--- src/rtl/scb_pkg.sv ---
// Constants for the security and identity CSR bank.
// Assumes a 12-bit CSR address and 32-bit CSR data from the core.
package scb_pkg;
    typedef enum logic [1:0] {SCB_OP_NONE, SCB_OP_WRITE, SCB_OP_SET, SCB_OP_CLEAR} scb_op_t;

    localparam logic [11:0] SCB_ADDR_SECCFG = 12'h747;
    localparam logic [11:0] SCB_ADDR_SECCFGH = 12'h757;
    localparam logic [11:0] SCB_ADDR_PERF_HI_FIRST = 12'hb83;
    localparam logic [11:0] SCB_ADDR_PERF_HI_LAST = 12'hb9f;
    localparam logic [11:0] SCB_ADDR_CPUCTRL = 12'hbf0;
    localparam logic [11:0] SCB_ADDR_SEED0 = 12'hbf9;
    localparam logic [11:0] SCB_ADDR_SEED1 = 12'hbfa;
    localparam logic [11:0] SCB_ADDR_SEED2 = 12'hbfc;
    localparam logic [11:0] SCB_ADDR_VENDOR = 12'hf11;
    localparam logic [11:0] SCB_ADDR_ARCH = 12'hf12;
    localparam logic [11:0] SCB_ADDR_IMPL = 12'hf13;
    localparam logic [11:0] SCB_ADDR_HART = 12'hf14;
    localparam logic [11:0] SCB_ADDR_CFGPTR = 12'hf15;
    localparam logic [11:0] SCB_ADDR_INTSTAT = 12'hfb1;

    localparam int SCB_CT_BIT = 0;
    localparam int SCB_DUMMY_EN_BIT = 1;
    localparam int SCB_HINT_BIT = 2;
    localparam int SCB_PCH_BIT = 3;
    localparam int SCB_INTEG_BIT = 4;
    localparam int SCB_INTERVAL_LSB = 16;
    localparam logic [31:0] SCB_CPUCTRL_MASK = 32'h000f001f;
    localparam logic [31:0] SCB_CPUCTRL_RESET = 32'h00000019;

    localparam int SCB_ML_BIT = 0;
    localparam int SCB_WL_BIT = 1;
    localparam int SCB_RLB_BIT = 2;
    localparam logic [2:0] SCB_SECCFG_RESET = 3'h0;

    localparam int SCB_MIL_LSB = 24;
    localparam int SCB_MAJOR_LSB = 16;
    localparam int SCB_MINOR_LSB = 8;

    localparam logic [31:0] SCB_SEED0_RESET = 32'h00000001;
    localparam logic [31:0] SCB_SEED1_RESET = 32'h00000002;
    localparam logic [31:0] SCB_SEED2_RESET = 32'h00000003;
    localparam logic [31:0] SCB_LFSR_POLY = 32'h80200003;

    localparam logic [6:0] SCB_OPC_OPIMM = 7'h13;
endpackage

--- src/rtl/scb_security_id_csr_bank.sv ---
// Security feature control, seed, identity and security config CSRs.
// Assumes the core presents one CSR access per cycle and takes the
// read data, hit and illegal flags one cycle later.
`timescale 1ns/10ps
`default_nettype none
module scb_security_id_csr_bank
    import scb_pkg::*;
#(
    parameter bit LEVEL_INTC_EN = 1'b1,
    parameter int PROT_REGION_COUNT = 4,
    // Identity defaults are arbitrary neutral values; integrators override them
    parameter logic [31:0] VENDOR_ID = 32'h00000abc,
    parameter logic [31:0] ARCH_ID = 32'h00000123,
    parameter logic [3:0] IMPL_MAJOR = 4'h0,
    parameter logic [3:0] IMPL_MINOR = 4'h0
)
(
    input wire logic mclk,
    input wire logic resetn,
    input wire logic csr_access,
    input wire logic [11:0] csr_addr,
    input wire scb_op_t csr_op,
    input wire logic csr_imm,
    input wire logic csr_src_x0,
    input wire logic [31:0] csr_wdata,
    output logic [31:0] csr_rdata,
    output logic csr_rvalid,
    output logic csr_hit,
    output logic csr_illegal,
    input wire logic [31:0] hart_id_in,
    input wire logic [3:0] impl_patch_in,
    input wire logic [7:0] machine_level_active_in,
    input wire logic instr_retired,
    input wire logic hint_valid,
    input wire logic [15:0] hint_instr,
    output logic constant_time_enable,
    output logic dummy_insert_enable,
    output logic random_hint_replace,
    output logic pc_hardening_enable,
    output logic integrity_check_enable,
    output logic [3:0] dummy_insert_interval,
    output logic dummy_insert_req,
    output logic hint_swap,
    output logic [31:0] hint_swap_instr,
    output logic whitelist_policy,
    output logic machine_lockdown,
    output logic rule_lock_bypass,
    output logic major_alert
);
    function automatic logic [31:0] scb_merge(input logic [31:0] old, input logic [31:0] wd,
                                              input scb_op_t op);
        case (op)
            SCB_OP_WRITE: scb_merge = wd;
            SCB_OP_SET: scb_merge = old | wd;
            SCB_OP_CLEAR: scb_merge = old & ~wd;
            default: scb_merge = old;
        endcase
    endfunction

    function automatic logic [31:0] scb_lfsr_next(input logic [31:0] s);
        scb_lfsr_next = s[0] ? ((s >> 1) ^ SCB_LFSR_POLY) : (s >> 1);
    endfunction

    logic [31:0] cpuctrl_q;
    logic [31:0] cpuctrl_sh_q;
    logic [2:0] seccfg_q;
    logic [2:0] seccfg_sh_q;
    logic [7:0] mil_q;
    logic [7:0] mil_sh_q;
    logic [31:0] prng_first_q;
    logic [31:0] prng_second_q;
    logic [31:0] prng_third_q;
    logic [6:0] dummy_cnt_q;
    logic [6:0] dummy_target_q;
    logic [31:0] rdata_q;
    logic rvalid_q;
    logic hit_q;
    logic illegal_q;
    logic alert_q;
    logic dummy_req_q;
    logic hint_swap_q;
    logic [31:0] hint_instr_q;

    // Address decode
    wire sel_cpuctrl = csr_addr == SCB_ADDR_CPUCTRL;
    wire sel_seccfg = csr_addr == SCB_ADDR_SECCFG;
    wire sel_seccfgh = csr_addr == SCB_ADDR_SECCFGH;
    wire sel_perf_hi = csr_addr >= SCB_ADDR_PERF_HI_FIRST && csr_addr <= SCB_ADDR_PERF_HI_LAST;
    wire sel_seed0 = csr_addr == SCB_ADDR_SEED0;
    wire sel_seed1 = csr_addr == SCB_ADDR_SEED1;
    wire sel_seed2 = csr_addr == SCB_ADDR_SEED2;
    wire sel_seed = sel_seed0 | sel_seed1 | sel_seed2;
    wire sel_vendor = csr_addr == SCB_ADDR_VENDOR;
    wire sel_arch = csr_addr == SCB_ADDR_ARCH;
    wire sel_impl = csr_addr == SCB_ADDR_IMPL;
    wire sel_hart = csr_addr == SCB_ADDR_HART;
    wire sel_cfgptr = csr_addr == SCB_ADDR_CFGPTR;
    wire sel_intstat = LEVEL_INTC_EN && csr_addr == SCB_ADDR_INTSTAT;
    wire hit_now = sel_cpuctrl | sel_seccfg | sel_seccfgh | sel_perf_hi | sel_seed
                   | sel_vendor | sel_arch | sel_impl | sel_hart | sel_cfgptr | sel_intstat;

    // Seeds accept only the register-source swap form
    wire illegal_now = csr_access && sel_seed
                       && (csr_op != SCB_OP_WRITE || csr_imm || csr_src_x0);
    wire wr_now = csr_access && csr_op != SCB_OP_NONE && !illegal_now;

    wire [31:0] cpuctrl_wv = scb_merge(cpuctrl_q, csr_wdata, csr_op) & SCB_CPUCTRL_MASK;
    wire [31:0] cpuctrl_d = (wr_now && sel_cpuctrl) ? cpuctrl_wv : cpuctrl_q;

    wire [31:0] seccfg_ext = {29'h0, seccfg_q};
    wire [31:0] seccfg_mv = scb_merge(seccfg_ext, csr_wdata, csr_op);
    // Lockdown and whitelist can only be set by software
    wire [2:0] seccfg_wv = {seccfg_mv[SCB_RLB_BIT], seccfg_mv[SCB_WL_BIT] | seccfg_q[SCB_WL_BIT],
                            seccfg_mv[SCB_ML_BIT] | seccfg_q[SCB_ML_BIT]};
    wire [2:0] seccfg_d = (PROT_REGION_COUNT == 0) ? 3'h0 :
                          (wr_now && sel_seccfg) ? seccfg_wv : seccfg_q;
    wire [7:0] mil_d = LEVEL_INTC_EN ? machine_level_active_in : 8'h00;

    wire [31:0] impl_val = {12'h000, IMPL_MAJOR, 4'h0, IMPL_MINOR, 4'h0, impl_patch_in};
    // Seeds, counter halves, pointer and upper config fall through to zero
    wire [31:0] rd_mux = sel_cpuctrl ? cpuctrl_q :
                         sel_seccfg ? seccfg_ext :
                         sel_vendor ? VENDOR_ID :
                         sel_arch ? ARCH_ID :
                         sel_impl ? impl_val :
                         sel_hart ? hart_id_in :
                         sel_intstat ? {mil_q, 24'h000000} : 32'h00000000;

    wire shadow_bad = (cpuctrl_q != ~cpuctrl_sh_q) || (seccfg_q != ~seccfg_sh_q)
                      || (mil_q != ~mil_sh_q);

    // Dummy spacing: n uniform over 1..4*(field+1) when field is 0, 1, 3, 7 or 15
    wire [5:0] interval_mask = {cpuctrl_q[SCB_INTERVAL_LSB +: 4], 2'b11};
    wire [6:0] next_target = {1'b0, prng_first_q[5:0] & interval_mask} + 7'h01;
    wire dummy_fire = dummy_insert_enable && instr_retired
                      && (dummy_cnt_q + 7'h01 >= dummy_target_q);

    wire hint_match = random_hint_replace && hint_valid && hint_instr[1:0] == 2'b10
                      && hint_instr[15:13] == 3'b000 && hint_instr[11:7] == 5'h00
                      && {hint_instr[12], hint_instr[6:2]} != 6'h00;

    always_ff @(posedge mclk or negedge resetn)
    begin
        if (!resetn)
        begin
            cpuctrl_q <= SCB_CPUCTRL_RESET;
            cpuctrl_sh_q <= ~SCB_CPUCTRL_RESET;
            seccfg_q <= SCB_SECCFG_RESET;
            seccfg_sh_q <= ~SCB_SECCFG_RESET;
            mil_q <= 8'h00;
            mil_sh_q <= 8'hff;
        end
        else
        begin
            cpuctrl_q <= cpuctrl_d;
            cpuctrl_sh_q <= ~cpuctrl_d;
            seccfg_q <= seccfg_d;
            seccfg_sh_q <= ~seccfg_d;
            mil_q <= mil_d;
            mil_sh_q <= ~mil_d;
        end
    end

    // Generators free-run; a swap write reseeds, zero reseeds to default
    always_ff @(posedge mclk or negedge resetn)
    begin
        if (!resetn)
        begin
            prng_first_q <= SCB_SEED0_RESET;
            prng_second_q <= SCB_SEED1_RESET;
            prng_third_q <= SCB_SEED2_RESET;
        end
        else
        begin
            prng_first_q <= (wr_now && sel_seed0) ? (csr_wdata != 32'h0 ? csr_wdata : SCB_SEED0_RESET)
                            : scb_lfsr_next(prng_first_q);
            prng_second_q <= (wr_now && sel_seed1) ? (csr_wdata != 32'h0 ? csr_wdata : SCB_SEED1_RESET)
                             : scb_lfsr_next(prng_second_q);
            prng_third_q <= (wr_now && sel_seed2) ? (csr_wdata != 32'h0 ? csr_wdata : SCB_SEED2_RESET)
                            : scb_lfsr_next(prng_third_q);
        end
    end

    always_ff @(posedge mclk or negedge resetn)
    begin
        if (!resetn)
        begin
            dummy_cnt_q <= 7'h00;
            dummy_target_q <= 7'h04;
            dummy_req_q <= 1'b0;
        end
        else
        begin
            dummy_req_q <= dummy_fire;
            if (!dummy_insert_enable)
                dummy_cnt_q <= 7'h00;
            else if (dummy_fire)
            begin
                dummy_cnt_q <= 7'h00;
                dummy_target_q <= next_target;
            end
            else if (instr_retired)
                dummy_cnt_q <= dummy_cnt_q + 7'h01;
        end
    end

    always_ff @(posedge mclk or negedge resetn)
    begin
        if (!resetn)
        begin
            hint_swap_q <= 1'b0;
            hint_instr_q <= 32'h00000000;
        end
        else
        begin
            hint_swap_q <= hint_match;
            if (hint_match)
                hint_instr_q <= {prng_second_q[31:15], 3'b000, 5'h00, SCB_OPC_OPIMM};
        end
    end

    always_ff @(posedge mclk or negedge resetn)
    begin
        if (!resetn)
        begin
            rdata_q <= 32'h00000000;
            rvalid_q <= 1'b0;
            hit_q <= 1'b0;
            illegal_q <= 1'b0;
            alert_q <= 1'b0;
        end
        else
        begin
            rvalid_q <= csr_access;
            hit_q <= csr_access && hit_now;
            illegal_q <= illegal_now;
            rdata_q <= csr_access ? rd_mux : 32'h00000000;
            alert_q <= shadow_bad;
        end
    end

    assign csr_rdata = rdata_q;
    assign csr_rvalid = rvalid_q;
    assign csr_hit = hit_q;
    assign csr_illegal = illegal_q;
    assign constant_time_enable = cpuctrl_q[SCB_CT_BIT];
    assign dummy_insert_enable = cpuctrl_q[SCB_DUMMY_EN_BIT];
    assign random_hint_replace = cpuctrl_q[SCB_HINT_BIT];
    assign pc_hardening_enable = cpuctrl_q[SCB_PCH_BIT];
    assign integrity_check_enable = cpuctrl_q[SCB_INTEG_BIT];
    assign dummy_insert_interval = cpuctrl_q[SCB_INTERVAL_LSB +: 4];
    assign dummy_insert_req = dummy_req_q;
    assign hint_swap = hint_swap_q;
    assign hint_swap_instr = hint_instr_q;
    assign whitelist_policy = seccfg_q[SCB_WL_BIT];
    assign machine_lockdown = seccfg_q[SCB_ML_BIT];
    assign rule_lock_bypass = seccfg_q[SCB_RLB_BIT];
    assign major_alert = alert_q;
endmodule
`default_nettype wire

--- config.mk ---
export PLATFORM = sky130hd
export DESIGN_NAME = scb_security_id_csr_bank
export DESIGN_NICKNAME = d
export VERILOG_FILES = /design/src/rtl/scb_pkg.sv /design/src/rtl/scb_security_id_csr_bank.sv
export SDC_FILE = /design/constraint.sdc
export NUM_CORES = 1
export LEC_CHECK = 0
export BUFFER_PORTS_ARGS = -buffer_cell sky130_fd_sc_hd__buf_2
export CORE_MARGIN = 1
export CORE_UTILIZATION = 30
export CTS_CLUSTER_SIZE = 25
export DETAILED_ROUTE_END_ITERATION = 8
export GPL_TIMING_DRIVEN = 0
export MAX_ROUTING_LAYER = met4
export PLACE_DENSITY = 0.61
export SETUP_SLACK_MARGIN = 0.02
export SYNTH_ARGS = -nofsm -noshare
export SYNTH_HDL_FRONTEND = slang
export SYNTH_SLANG_ARGS = --single-unit
--- constraint.sdc ---
create_clock -name mclk -period 2.4 [get_ports mclk]
set_input_delay 0.24 -clock mclk [delete_from_list [all_inputs] [get_ports mclk]]
set_output_delay 0.24 -clock mclk [all_outputs]
set_load 0.005 [all_outputs]
==> results of run 1 <==
-- layer usage --
metal,part of all wire,up-vias,global-route usage
met2,0.47,213,0.254
li1,-,3280,-
met3,0.059,37,0.0304
met1,0.45,3471,0.203
met4,0.019,0,0.0424
met5,0,-,-
-- sequential cells by signal, summed over array words and instances (netlist names), 8 cells and up --
name / flops
cpuctrl_q: 32
cpuctrl_sh_q: 32
csr_rdata: 32
prng_first_q: 32
prng_second_q: 32
hint_swap_instr: 18
mil_q: 8
mil_sh_q: 8
-- critical path: stages (launching register included) --
cell,delay (ns)
dfrtp_2,0.45
ha_4,0.20
buf_4,0.15
xor2_2,0.15
ha_1,0.28
o21ai_1,0.06
o21a_1,0.19
or3_4,0.38
buf_8,0.14
mux2_2,0.26
-- layout make-up --
type                            instances  share of cell area
Antenna cell                            3            0.000599
Timing Repair Buffer                  242               0.125
Inverter                               49              0.0147
Sequential cell                       220               0.444
Clock buffer                           36              0.0548
Buffer                                 50              0.0233
Tap cell                              396              0.0395
Clock inverter                          9             0.00589
Multi-Input combinational cell        470               0.292
-- Yosys cell counts (2+ instances only) --
cell       count
nor3_1        10
nand4b_1       4
inv_1         48
buf_4         19
buf_2         12
nand4_1       25
dfrtp_1      174
nor4_1        13
nand2_1       51
clkbuf_1      18
mux2_2        73
a31o_2         2
or4_1          3
nand2b_1      16
nand4bb_1      2
nand4_4        2
dfstp_2       46
nor3b_1        4
nor3_2         2
xor2_1        48
o21ai_0       15
nor2_1        30
nor2b_1        4
or3_1          2
a22oi_1       26
a222oi_1       3
ha_1           9
a21boi_0       9
nor4bb_1       2
a21oi_1       24
xnor2_1       10
a221oi_1      11
nand3_1       12
mux2i_1        6
mux2_1         4
a221o_1        9
or2_2          2
-- what timing repair did --
action                                  CTS  global route
endpoints found under the setup margin   17            24
hold buffers                             47             1
pin swaps                                 7            10
buffers inserted                         11             5
gates resized for setup                  10            25
hold endpoints to repair                120             1
-- where the power goes --
| group | switching, mW | total, mW | internal, mW | leakage (nW) |
|---|---|---|---|---|
| clock network | 1.47 | 3.56 | 2.09 | 0.379 |
| registers | 0.381 | 4.80 | 4.42 | 2.69 |
| logic | 0.702 | 1.63 | 0.924 | 2.84 |
| total | 2.55 | 9.98 | 7.43 | 5.90 |
-- stage by stage --
step,utilization,cell area (um2),power [mW]
3_5_place_dp,0.357,11000,6.32
5_1_grt,0.407,12500,10.5
3_3_place_gp,0.354,10900,6.27
6_report,0.407,12500,9.98
2_1_floorplan,-,9550,5.73
4_1_cts,0.401,12400,10.1
-- worst paths after layout --
check | startpoint | endpoint | depth (start not counted)
min in group asynchronous | resetn | csr_rdata[26]$_DFF_PN0_ | 2
max | dummy_cnt_q[0]$_DFFE_PN0P_ | dummy_target_q[6]$_DFFE_PN0P_ | 9
min | csr_wdata[7] | prng_first_q[7]$_DFF_PN0_ | 2
max reg2reg | dummy_cnt_q[0]$_DFFE_PN0P_ | dummy_target_q[6]$_DFFE_PN0P_ | 9
max in group asynchronous | resetn | prng_first_q[0]$_DFF_PN1_ | 3
min reg2reg | prng_first_q[29]$_DFF_PN0_ | prng_first_q[28]$_DFF_PN0_ | 1
-- logic make-up after synthesis --
logic type	synth area share
AOI/OAI and AO/OA	0.0843
xor gates and xnor gates	0.0535
adders and majority gates	0.0119
buffers and inverters	0.0490
DFF	0.586
muxes	0.0976
other	0.000395
and+or+nand+nor	0.118
==> flow_summary.json, run 1 <==
{
  "numCtsBuffers": 25,
  "clk_pin_slew_worst_paths_ns": 0.06,
  "syn_area_per_cell_um2": 12.2,
  "fin_setup_tns_ns": 0,
  "most-common-layout-cells": "buf_2, dfrtp_1, mux2_2, nand2_1, dlygate4sd3_1",
  "vias": 7001,
  "rsz0062_at_grt": "true",
  "status": "complete, but fails checks",
  "wl_per_cell_um": 16.8,
  "num-fill-cells": 2920,
  "root_buffer": "clkbuf_16",
  "dieHeight_um": 180,
  "dp.final_hpwl_mm": 17.5,
  "drtIter0Drc": 415,
  "slew_violations": 0,
  "drc_errors": 12,
  "syn_area_um2": 9500,
  "end_kind": "flop",
  "hold_class": "input pin to flop",
  "rows": 64,
  "synth-seq-cells": 220,
  "start_util": 0.308,
  "cts_buffer_depth": 3,
  "core_um2": 30800,
  "synth_area_leaders": "dfrtp_1, dfstp_2, mux2_2",
  "overflow": 0,
  "stdcell_count": 1475,
  "ys.flop_type": "dfrtp_1",
  "grt_max_degree": 76,
  "yosysTopAreaCellShare": 0.458,
  "die_x_um": 180,
  "synthDistinctLibCells": 65,
  "violations": "DRC",
  "dp_cells": 1363,
  "grt_pass1_wl_mm": 39.3,
  "async_reset_ff_frac": 1.00,
  "worstMarginPinSlew_ns": 1.01,
  "critical_path_arrival_ns": 2.77,
  "grt.total_usage": 0.158,
  "netlist_instances": 778,
  "dr.pass1.iters": 9,
  "power.leakage_nw": 5.90,
  "critPathLaunchType": "flop",
  "ir_drop_v": 0.000457,
  "via_per_inst": 4.75,
  "antenna_found_initial": 3,
  "fmax_mhz": 420,
  "seqCellArea_um2": 5570,
  "areaGrowthSynthToFinish_pct": 32.0,
  "cts_num_sinks": 220,
  "clk_latency_ns": 0.51,
  "setup_violations": 0,
  "die_area_um2": 32400,
  "synth_edf_count": 0,
  "hold_viol": 0,
  "layout_commonest_cell": "buf_2",
  "yosysTopAreaCell": "dfrtp_1",
  "power.density_nw_per_um2": 796,
  "r2r_setup_slack_ns": 0.02,
  "maxCapViolCount": 0,
  "crit_required_ns": 2.79,
  "slew_headroom": 0.318,
  "io_buffers": 176,
  "gp_congestion": 0.857,
  "layout-drive-gt1-share": 0.389,
  "fin_hold_ws_ns": 0.0194,
  "skew_ns": 0.0103,
  "period_share": 0.992,
  "drt.antenna.violating_nets": 0,
  "cp_max_fo": 5,
  "h-tree-depth": 1,
  "path_class": "flop to flop",
  "dp_slack_ns": -0.249,
  "cts_tree": "yes",
  "grt_pass1_vias": 7205,
  "final_nets": 1180,
  "yosysWarnings": 0,
  "multi_input_area_um2": 3660,
  "io_pins": 195,
  "totalWireLength_mm": 24.8,
  "fin_ws_ns": 0.0189,
  "period_needed_ns": 2.38,
  "yosysSeqAreaShare": 0.586
}
No activity file was read; power rests on OpenSTA's default activity.
==> inputs of run 2 (changes only) <==
ABC_AREA = 1   (was unset)
CORE_UTILIZATION = 56   (was 30)
PLACE_DENSITY = 0.91   (was 0.61)
clock period = 2.6 ns   (was 2.4 ns; I/O delays follow)
==> flow_summary.json, run 2 <==
{
  "status": "finished clean",
  "power.density_nw_per_um2": 788,
  "drt.antenna.violating_nets": 0,
  "h-tree-depth": 1,
  "skew_ns": 0.0165,
  "most-common-layout-cells": "nand2_1, buf_2, dfrtp_1, inv_1, xor2_1",
  "syn_area_um2": 10100,
  "timing.critical_path.mode_cell": "nand2_1",
  "dp.final_hpwl_mm": 17.7,
  "syn_area_per_cell_um2": 9.15,
  "via_per_inst": 5.47,
  "die_x_um": 136,
  "r2r_cells": 13,
  "cts_buffer_depth": 3,
  "top_usage_layer": "met2",
  "root_buffer": "clkbuf_16",
  "r2r_start": "dummy_cnt_q[0]$_DFFE_PN0P_",
  "layout-drive-gt1-share": 0.283,
  "io_pins": 195,
  "overflow": 0,
  "clk_pin_slew_worst_paths_ns": 0.06,
  "dieHeight_um": 136,
  "power.leakage_nw": 6.97,
  "yosysTopAreaCell": "dfrtp_1",
  "final_nets": 1486,
  "period_share": 0.936,
  "synth_mux_area_frac": 0,
  "synth_edf_count": 0,
  "post_cts_buffers": 0,
  "wl_per_cell_um": 17.7,
  "crit_required_ns": 2.97,
  "ir_drop_v": 0.000655,
  "fin_ws_ns": 0.166,
  "areaGrowthSynthToFinish_pct": 25.8,
  "grt_pass1_vias": 8610,
  "synth_top_family_by_area": "simple AND/OR/NAND/NOR gates",
  "placed_cell_area_um2": 11400,
  "whs_endpoint": "csr_rdata[22]$_DFF_PN0_",
  "use_met1": 0.398,
  "synth_compound_area_frac": 0.0624,
  "synth-seq-cells": 220,
  "worstMarginPinSlew_ns": 0.793,
  "numCtsBuffers": 23,
  "grt_max_degree": 118,
  "maxCapViolCount": 0,
  "synth.most_common_cell": "nand2_1",
  "slew_violations": 0,
  "dp_cells": 1520,
  "synth_xor_area_frac": 0.0504,
  "num-fill-cells": 1094,
  "fmax_mhz": 411,
  "rsz0062_at_grt": "false",
  "power_mw": 9.99,
  "synthAdderAreaFrac": 0.0112,
  "clk_latency_ns": 0.51,
  "crit_slowest_cell": "dfrtp_2",
  "min_from": "hart_id_in[22]",
  "hold_viol": 0,
  "gp_congestion": 0.915,
  "path_cells": "ha_2 > nand2_1 > xor2_2 > inv_1 > ha_4 > nand2_1 > nor3b_2 > nand3_1 > nand3_1 > nand2_2 > buf_4 > nand2_1 > o21ai_0",
  "path_buf_inv": 2,
  "r2r_setup_slack_ns": 0.17,
  "drtIter0Drc": 942,
  "multi_input_area_um2": 3670,
  "ys.flop_type": "dfrtp_1",
  "die_area_um2": 18600,
  "cp-startpoint": "dummy_cnt_q[0]$_DFFE_PN0P_",
  "critPathLaunchType": "flop",
  "grt_pass1_wl_mm": 44.4,
  "grt.total_usage": 0.322,
  "synthSimpleGateAreaFrac": 0.233,
  "synth_common_cells": "nand2_1, dfrtp_1, inv_1, xor2_1",
  "totalWireLength_mm": 28.4,
  "max_stage_delay_ns": 0.45,
  "synthDistinctLibCells": 42,
  "reg2reg_to": "dummy_target_q[5]$_DFFE_PN0P_",
  "cts_tree": "yes",
  "yosysSeqAreaShare": 0.552,
  "async_reset_ff_frac": 1.00,
  "crit_family": "simple AND/OR/NAND/NOR gates",
  "yosysTopAreaCellShare": 0.432,
  "path_class": "flop to flop",
  "cts_num_sinks": 220,
  "antenna_found_initial": 1,
  "cp_max_fo": 10,
  "dr.pass1.iters": 6,
  "rows": 48,
  "design_area_um2": 12700,
  "whs_path_depth": 3,
  "cp.depth": 13,
  "stdcell_count": 1607,
  "start_util": 0.579,
  "core_um2": 17400,
  "hold_class": "input pin to flop",
  "layout_commonest_cell": "nand2_1",
  "seqCellArea_um2": 5560,
  "netlist_instances": 1102,
  "drc_errors": 0,
  "io_buffers": 181,
  "period_needed_ns": 2.43,
  "grt_util_met2": 0.534,
  "setup_violations": 0,
  "use_met3": 0.0500,
  "synth_area_leaders": "dfrtp_1, nand2_1, dfstp_2",
  "yosysWarnings": 0,
  "critical_path_arrival_ns": 2.80,
  "slew_headroom": 0.471,
  "vias": 8798,
  "dp_slack_ns": 0.0988,
  "end_kind": "flop"
}
## run 2: final cells by class
cell class,count,area share
flip-flops and latches,220,0.438
multi-input cells,700,0.289
repair buffers,226,0.109
clock buffers,29,0.0519
inverters,145,0.0429
plain buffers,48,0.0302
well taps,225,0.0222
clock inverters,13,0.0160
diodes,1,0.000197
## run 2: power breakdown
part	internal (mW)	switching [mW]	total, mW
clock	2.29	1.39	3.69
combinational	0.762	1.11	1.87
sequential	4.07	0.370	4.44
total	7.12	2.87	9.99
## run 2: worst max-delay path by stage
stage / slack [ns] / end
after floorplan: 0.44 / dummy_target_q[3]$_DFFE_PN0P_
after global placement: -2.19 / hint_swap_instr[4]$_DFFE_PN0P_
after detailed placement: 0.1 / dummy_target_q[4]$_DFFE_PN0P_
after CTS: 0.04 / dummy_target_q[5]$_DFFE_PN0P_
after global routing: 0.05 / dummy_target_q[4]$_DFFE_PN0P_
final: 0.17 / dummy_target_q[5]$_DFFE_PN0P_
## run 2: repair_timing
item                                    CTS  global route
gates resized for setup                   2             8
hold buffers                             44             0
endpoints found under the setup margin    7             7
endpoints found under the hold margin   144             0
pin swaps                                 0             1
## run 2: tightest hold or removal path, delay by kind of cell
family | cells | cell delay [ns]
simple gates | 1 | 0.06
buf+inv | 1 | 0.10
compound gates | 1 | 0.06
## run 2: through the flow
stage | setup TNS, ns | util | hold WS (ns)
finish | 0 | 0.729 | 0.0159
global route | 0 | 0.729 | 0.0178
CTS | 0 | 0.727 | 0.00250
detailed placement | 0 | 0.652 | 0.342
global placement | -421.25 | 0.650 | 0.381
floorplan | 0 | - | -0.0356
## run 2: cells by family after synthesis
logic type	after synthesis
buffers and inverters	193
other	1
AND/OR/NAND/NOR	522
flip-flops	220
adder cells (fa/ha/maj)	9
AO/OA/AOI/OAI	99
XOR/XNOR	58
## run 2: routing by layer
layer,part of all wire,vias up,wire (um)
met3,0.083,108,2360
li1,-,3930,-
met5,0,-,0
met1,0.38,4230,10800
met2,0.49,530,14100
met4,0.042,0,1180
==> inputs of run 3 (changes only) <==
PLACE_DENSITY = 0.81   (was 0.91)
==> flow_summary.json, run 3 (same netlist as run 2, synthesis figures left out) <==
{
  "status": "finished clean",
  "drc_errors": 0,
  "max_stage_delay_ns": 0.43,
  "antenna_found_initial": 0,
  "io_pins": 195,
  "cp-startpoint": "dummy_cnt_q[0]$_DFFE_PN0P_",
  "critical_path_arrival_ns": 2.77,
  "drt.antenna.violating_nets": 0,
  "antenna-diode-count": 0,
  "power_mw": 9.27,
  "fin_ws_ns": 0.203,
  "end_kind": "flop",
  "gp_congestion": 0.886,
  "grt_max_degree": 132,
  "post_cts_buffers": 0,
  "io_buffers": 181,
  "final_nets": 1481,
  "p_int_mw": 6.71,
  "crit_slowest_cell": "dfrtp_1",
  "core_um2": 17400,
  "numCtsBuffers": 22,
  "power.density_nw_per_um2": 741,
  "rsz0062_at_grt": "false",
  "seqPwrFrac": 0.473,
  "clockPowerShare": 0.345,
  "most-common-layout-cells": "nand2_1, buf_2, dfrtp_1, inv_1, xor2_1",
  "root_buffer": "clkbuf_16",
  "power.leakage_nw": 6.90,
  "dr.pass1.iters": 7,
  "r2r_start": "dummy_cnt_q[0]$_DFFE_PN0P_",
  "overflow": 0,
  "maxCapViolCount": 0,
  "worstMarginPinSlew_ns": 0.653,
  "totalWireLength_mm": 24.0,
  "areaGrowthSynthToFinish_pct": 24.0,
  "path_class": "flop to flop",
  "die_x_um": 136,
  "layout-drive-gt1-share": 0.274,
  "design_area_um2": 12500,
  "grt_pass1_wl_mm": 38.5,
  "cts_buffer_depth": 3,
  "dieHeight_um": 136,
  "layout_commonest_cell": "nand2_1",
  "vias": 8095,
  "grt_pass1_vias": 7852,
  "cts_num_sinks": 220,
  "placed_cell_area_um2": 11400,
  "hold_class": "input pin to flop",
  "via_per_inst": 5.06,
  "period_needed_ns": 2.40,
  "p_sw_mw": 2.56,
  "clk_pin_slew_worst_paths_ns": 0.06,
  "hold_viol": 0,
  "min_from": "hart_id_in[19]",
  "die_area_um2": 18600,
  "slew_violations": 0,
  "critPathLaunchType": "flop",
  "period_share": 0.922,
  "rows": 48,
  "crit_required_ns": 2.97,
  "fin_hold_ws_ns": 0.0100,
  "cp_max_fo": 10,
  "path_cells": "ha_1 > nand2_1 > xor2_1 > inv_1 > ha_1 > nand2_1 > nor3b_1 > nand3_1 > nand3_1 > nand2_1 > clkbuf_2 > nand2_1 > o21ai_0",
  "dp_slack_ns": 0.138,
  "ir_drop_v": 0.000735,
  "dp.final_hpwl_mm": 17.1,
  "p_sw_frac": 0.276,
  "p_comb_frac": 0.182,
  "wl_per_cell_um": 15.0,
  "timing.critical_path.mode_cell": "nand2_1",
  "start_util": 0.579,
  "cts_tree": "yes",
  "clk_latency_ns": 0.50,
  "fin_setup_tns_ns": 0,
  "fmax_mhz": 417,
  "slew_headroom": 0.565,
  "grt.total_usage": 0.276,
  "h-tree-depth": 1,
  "skew_ns": 0.0136,
  "setup_violations": 0,
  "drtIter0Drc": 482
}
run 3: final timing paths:
check | cells after the start | slack (ns) | to
max | 13 | 0.20 | dummy_target_q[4]$_DFFE_PN0P_
min | 3 | 0.01 | csr_rdata[19]$_DFF_PN0_
max reg2reg | 13 | 0.20 | dummy_target_q[4]$_DFFE_PN0P_
min reg2reg | 2 | 0.45 | prng_first_q[24]$_DFF_PN0_
max in group asynchronous | 4 | 1.32 | prng_second_q[1]$_DFF_PN1_
min in group asynchronous | 3 | 0.40 | mil_q[3]$_DFF_PN0_
run 3: per-layer routing:
layer | global-route usage | wire length, um | vias to the layer above
met3 | 0.0500 | 1640 | 35
met5 | - | 0 | -
met2 | 0.442 | 11700 | 293
li1 | - | - | 3913
met4 | 0.0728 | 421 | 0
met1 | 0.362 | 10300 | 3854
run 3: what timing repair did:
action,CTS,global route
setup endpoints to repair,0,3
resized for setup,0,2
hold buffers,39,0
hold endpoints to repair,136,0
run 3: power by group through the flow:
stage / combinational [mW] / clock [mW] / sequential [mW]
final: 1.69 / 3.20 / 4.38
after global routing: 1.93 / 3.37 / 4.44
after CTS: 1.69 / 3.22 / 4.37
after detailed placement: 1.63 / 0 / 4.42
after global placement: 1.55 / 0 / 4.40
after floorplan: 1.19 / 0 / 4.33
run 3: critical path: cells and delay by family, from the launching register on:
family	cells	cell delay, ns
and+or+nand+nor	7	0.75
AOI/OAI and AO/OA	1	0.08
xor gates and xnor gates	1	0.17
adders and majority gates	2	0.57
DFF	1	0.43
buffers and inverters	2	0.26
run 3: layout make-up:
type	instances	area [um2]
buffer	48	380
sequential	220	5560
fill	1287	4910
clock inverter	7	90.1
inverter	145	544
tap	225	282
timing repair buffer	222	1360
multi-input combinational	700	3640
clock buffer	33	643
run 3: per-stage QoR:
stage	util	cells
final	0.718	1600
after detailed placement	0.653	1521
after CTS	0.718	1600
after floorplan	-	1113
after global routing	0.718	1600
after global placement	0.650	1519
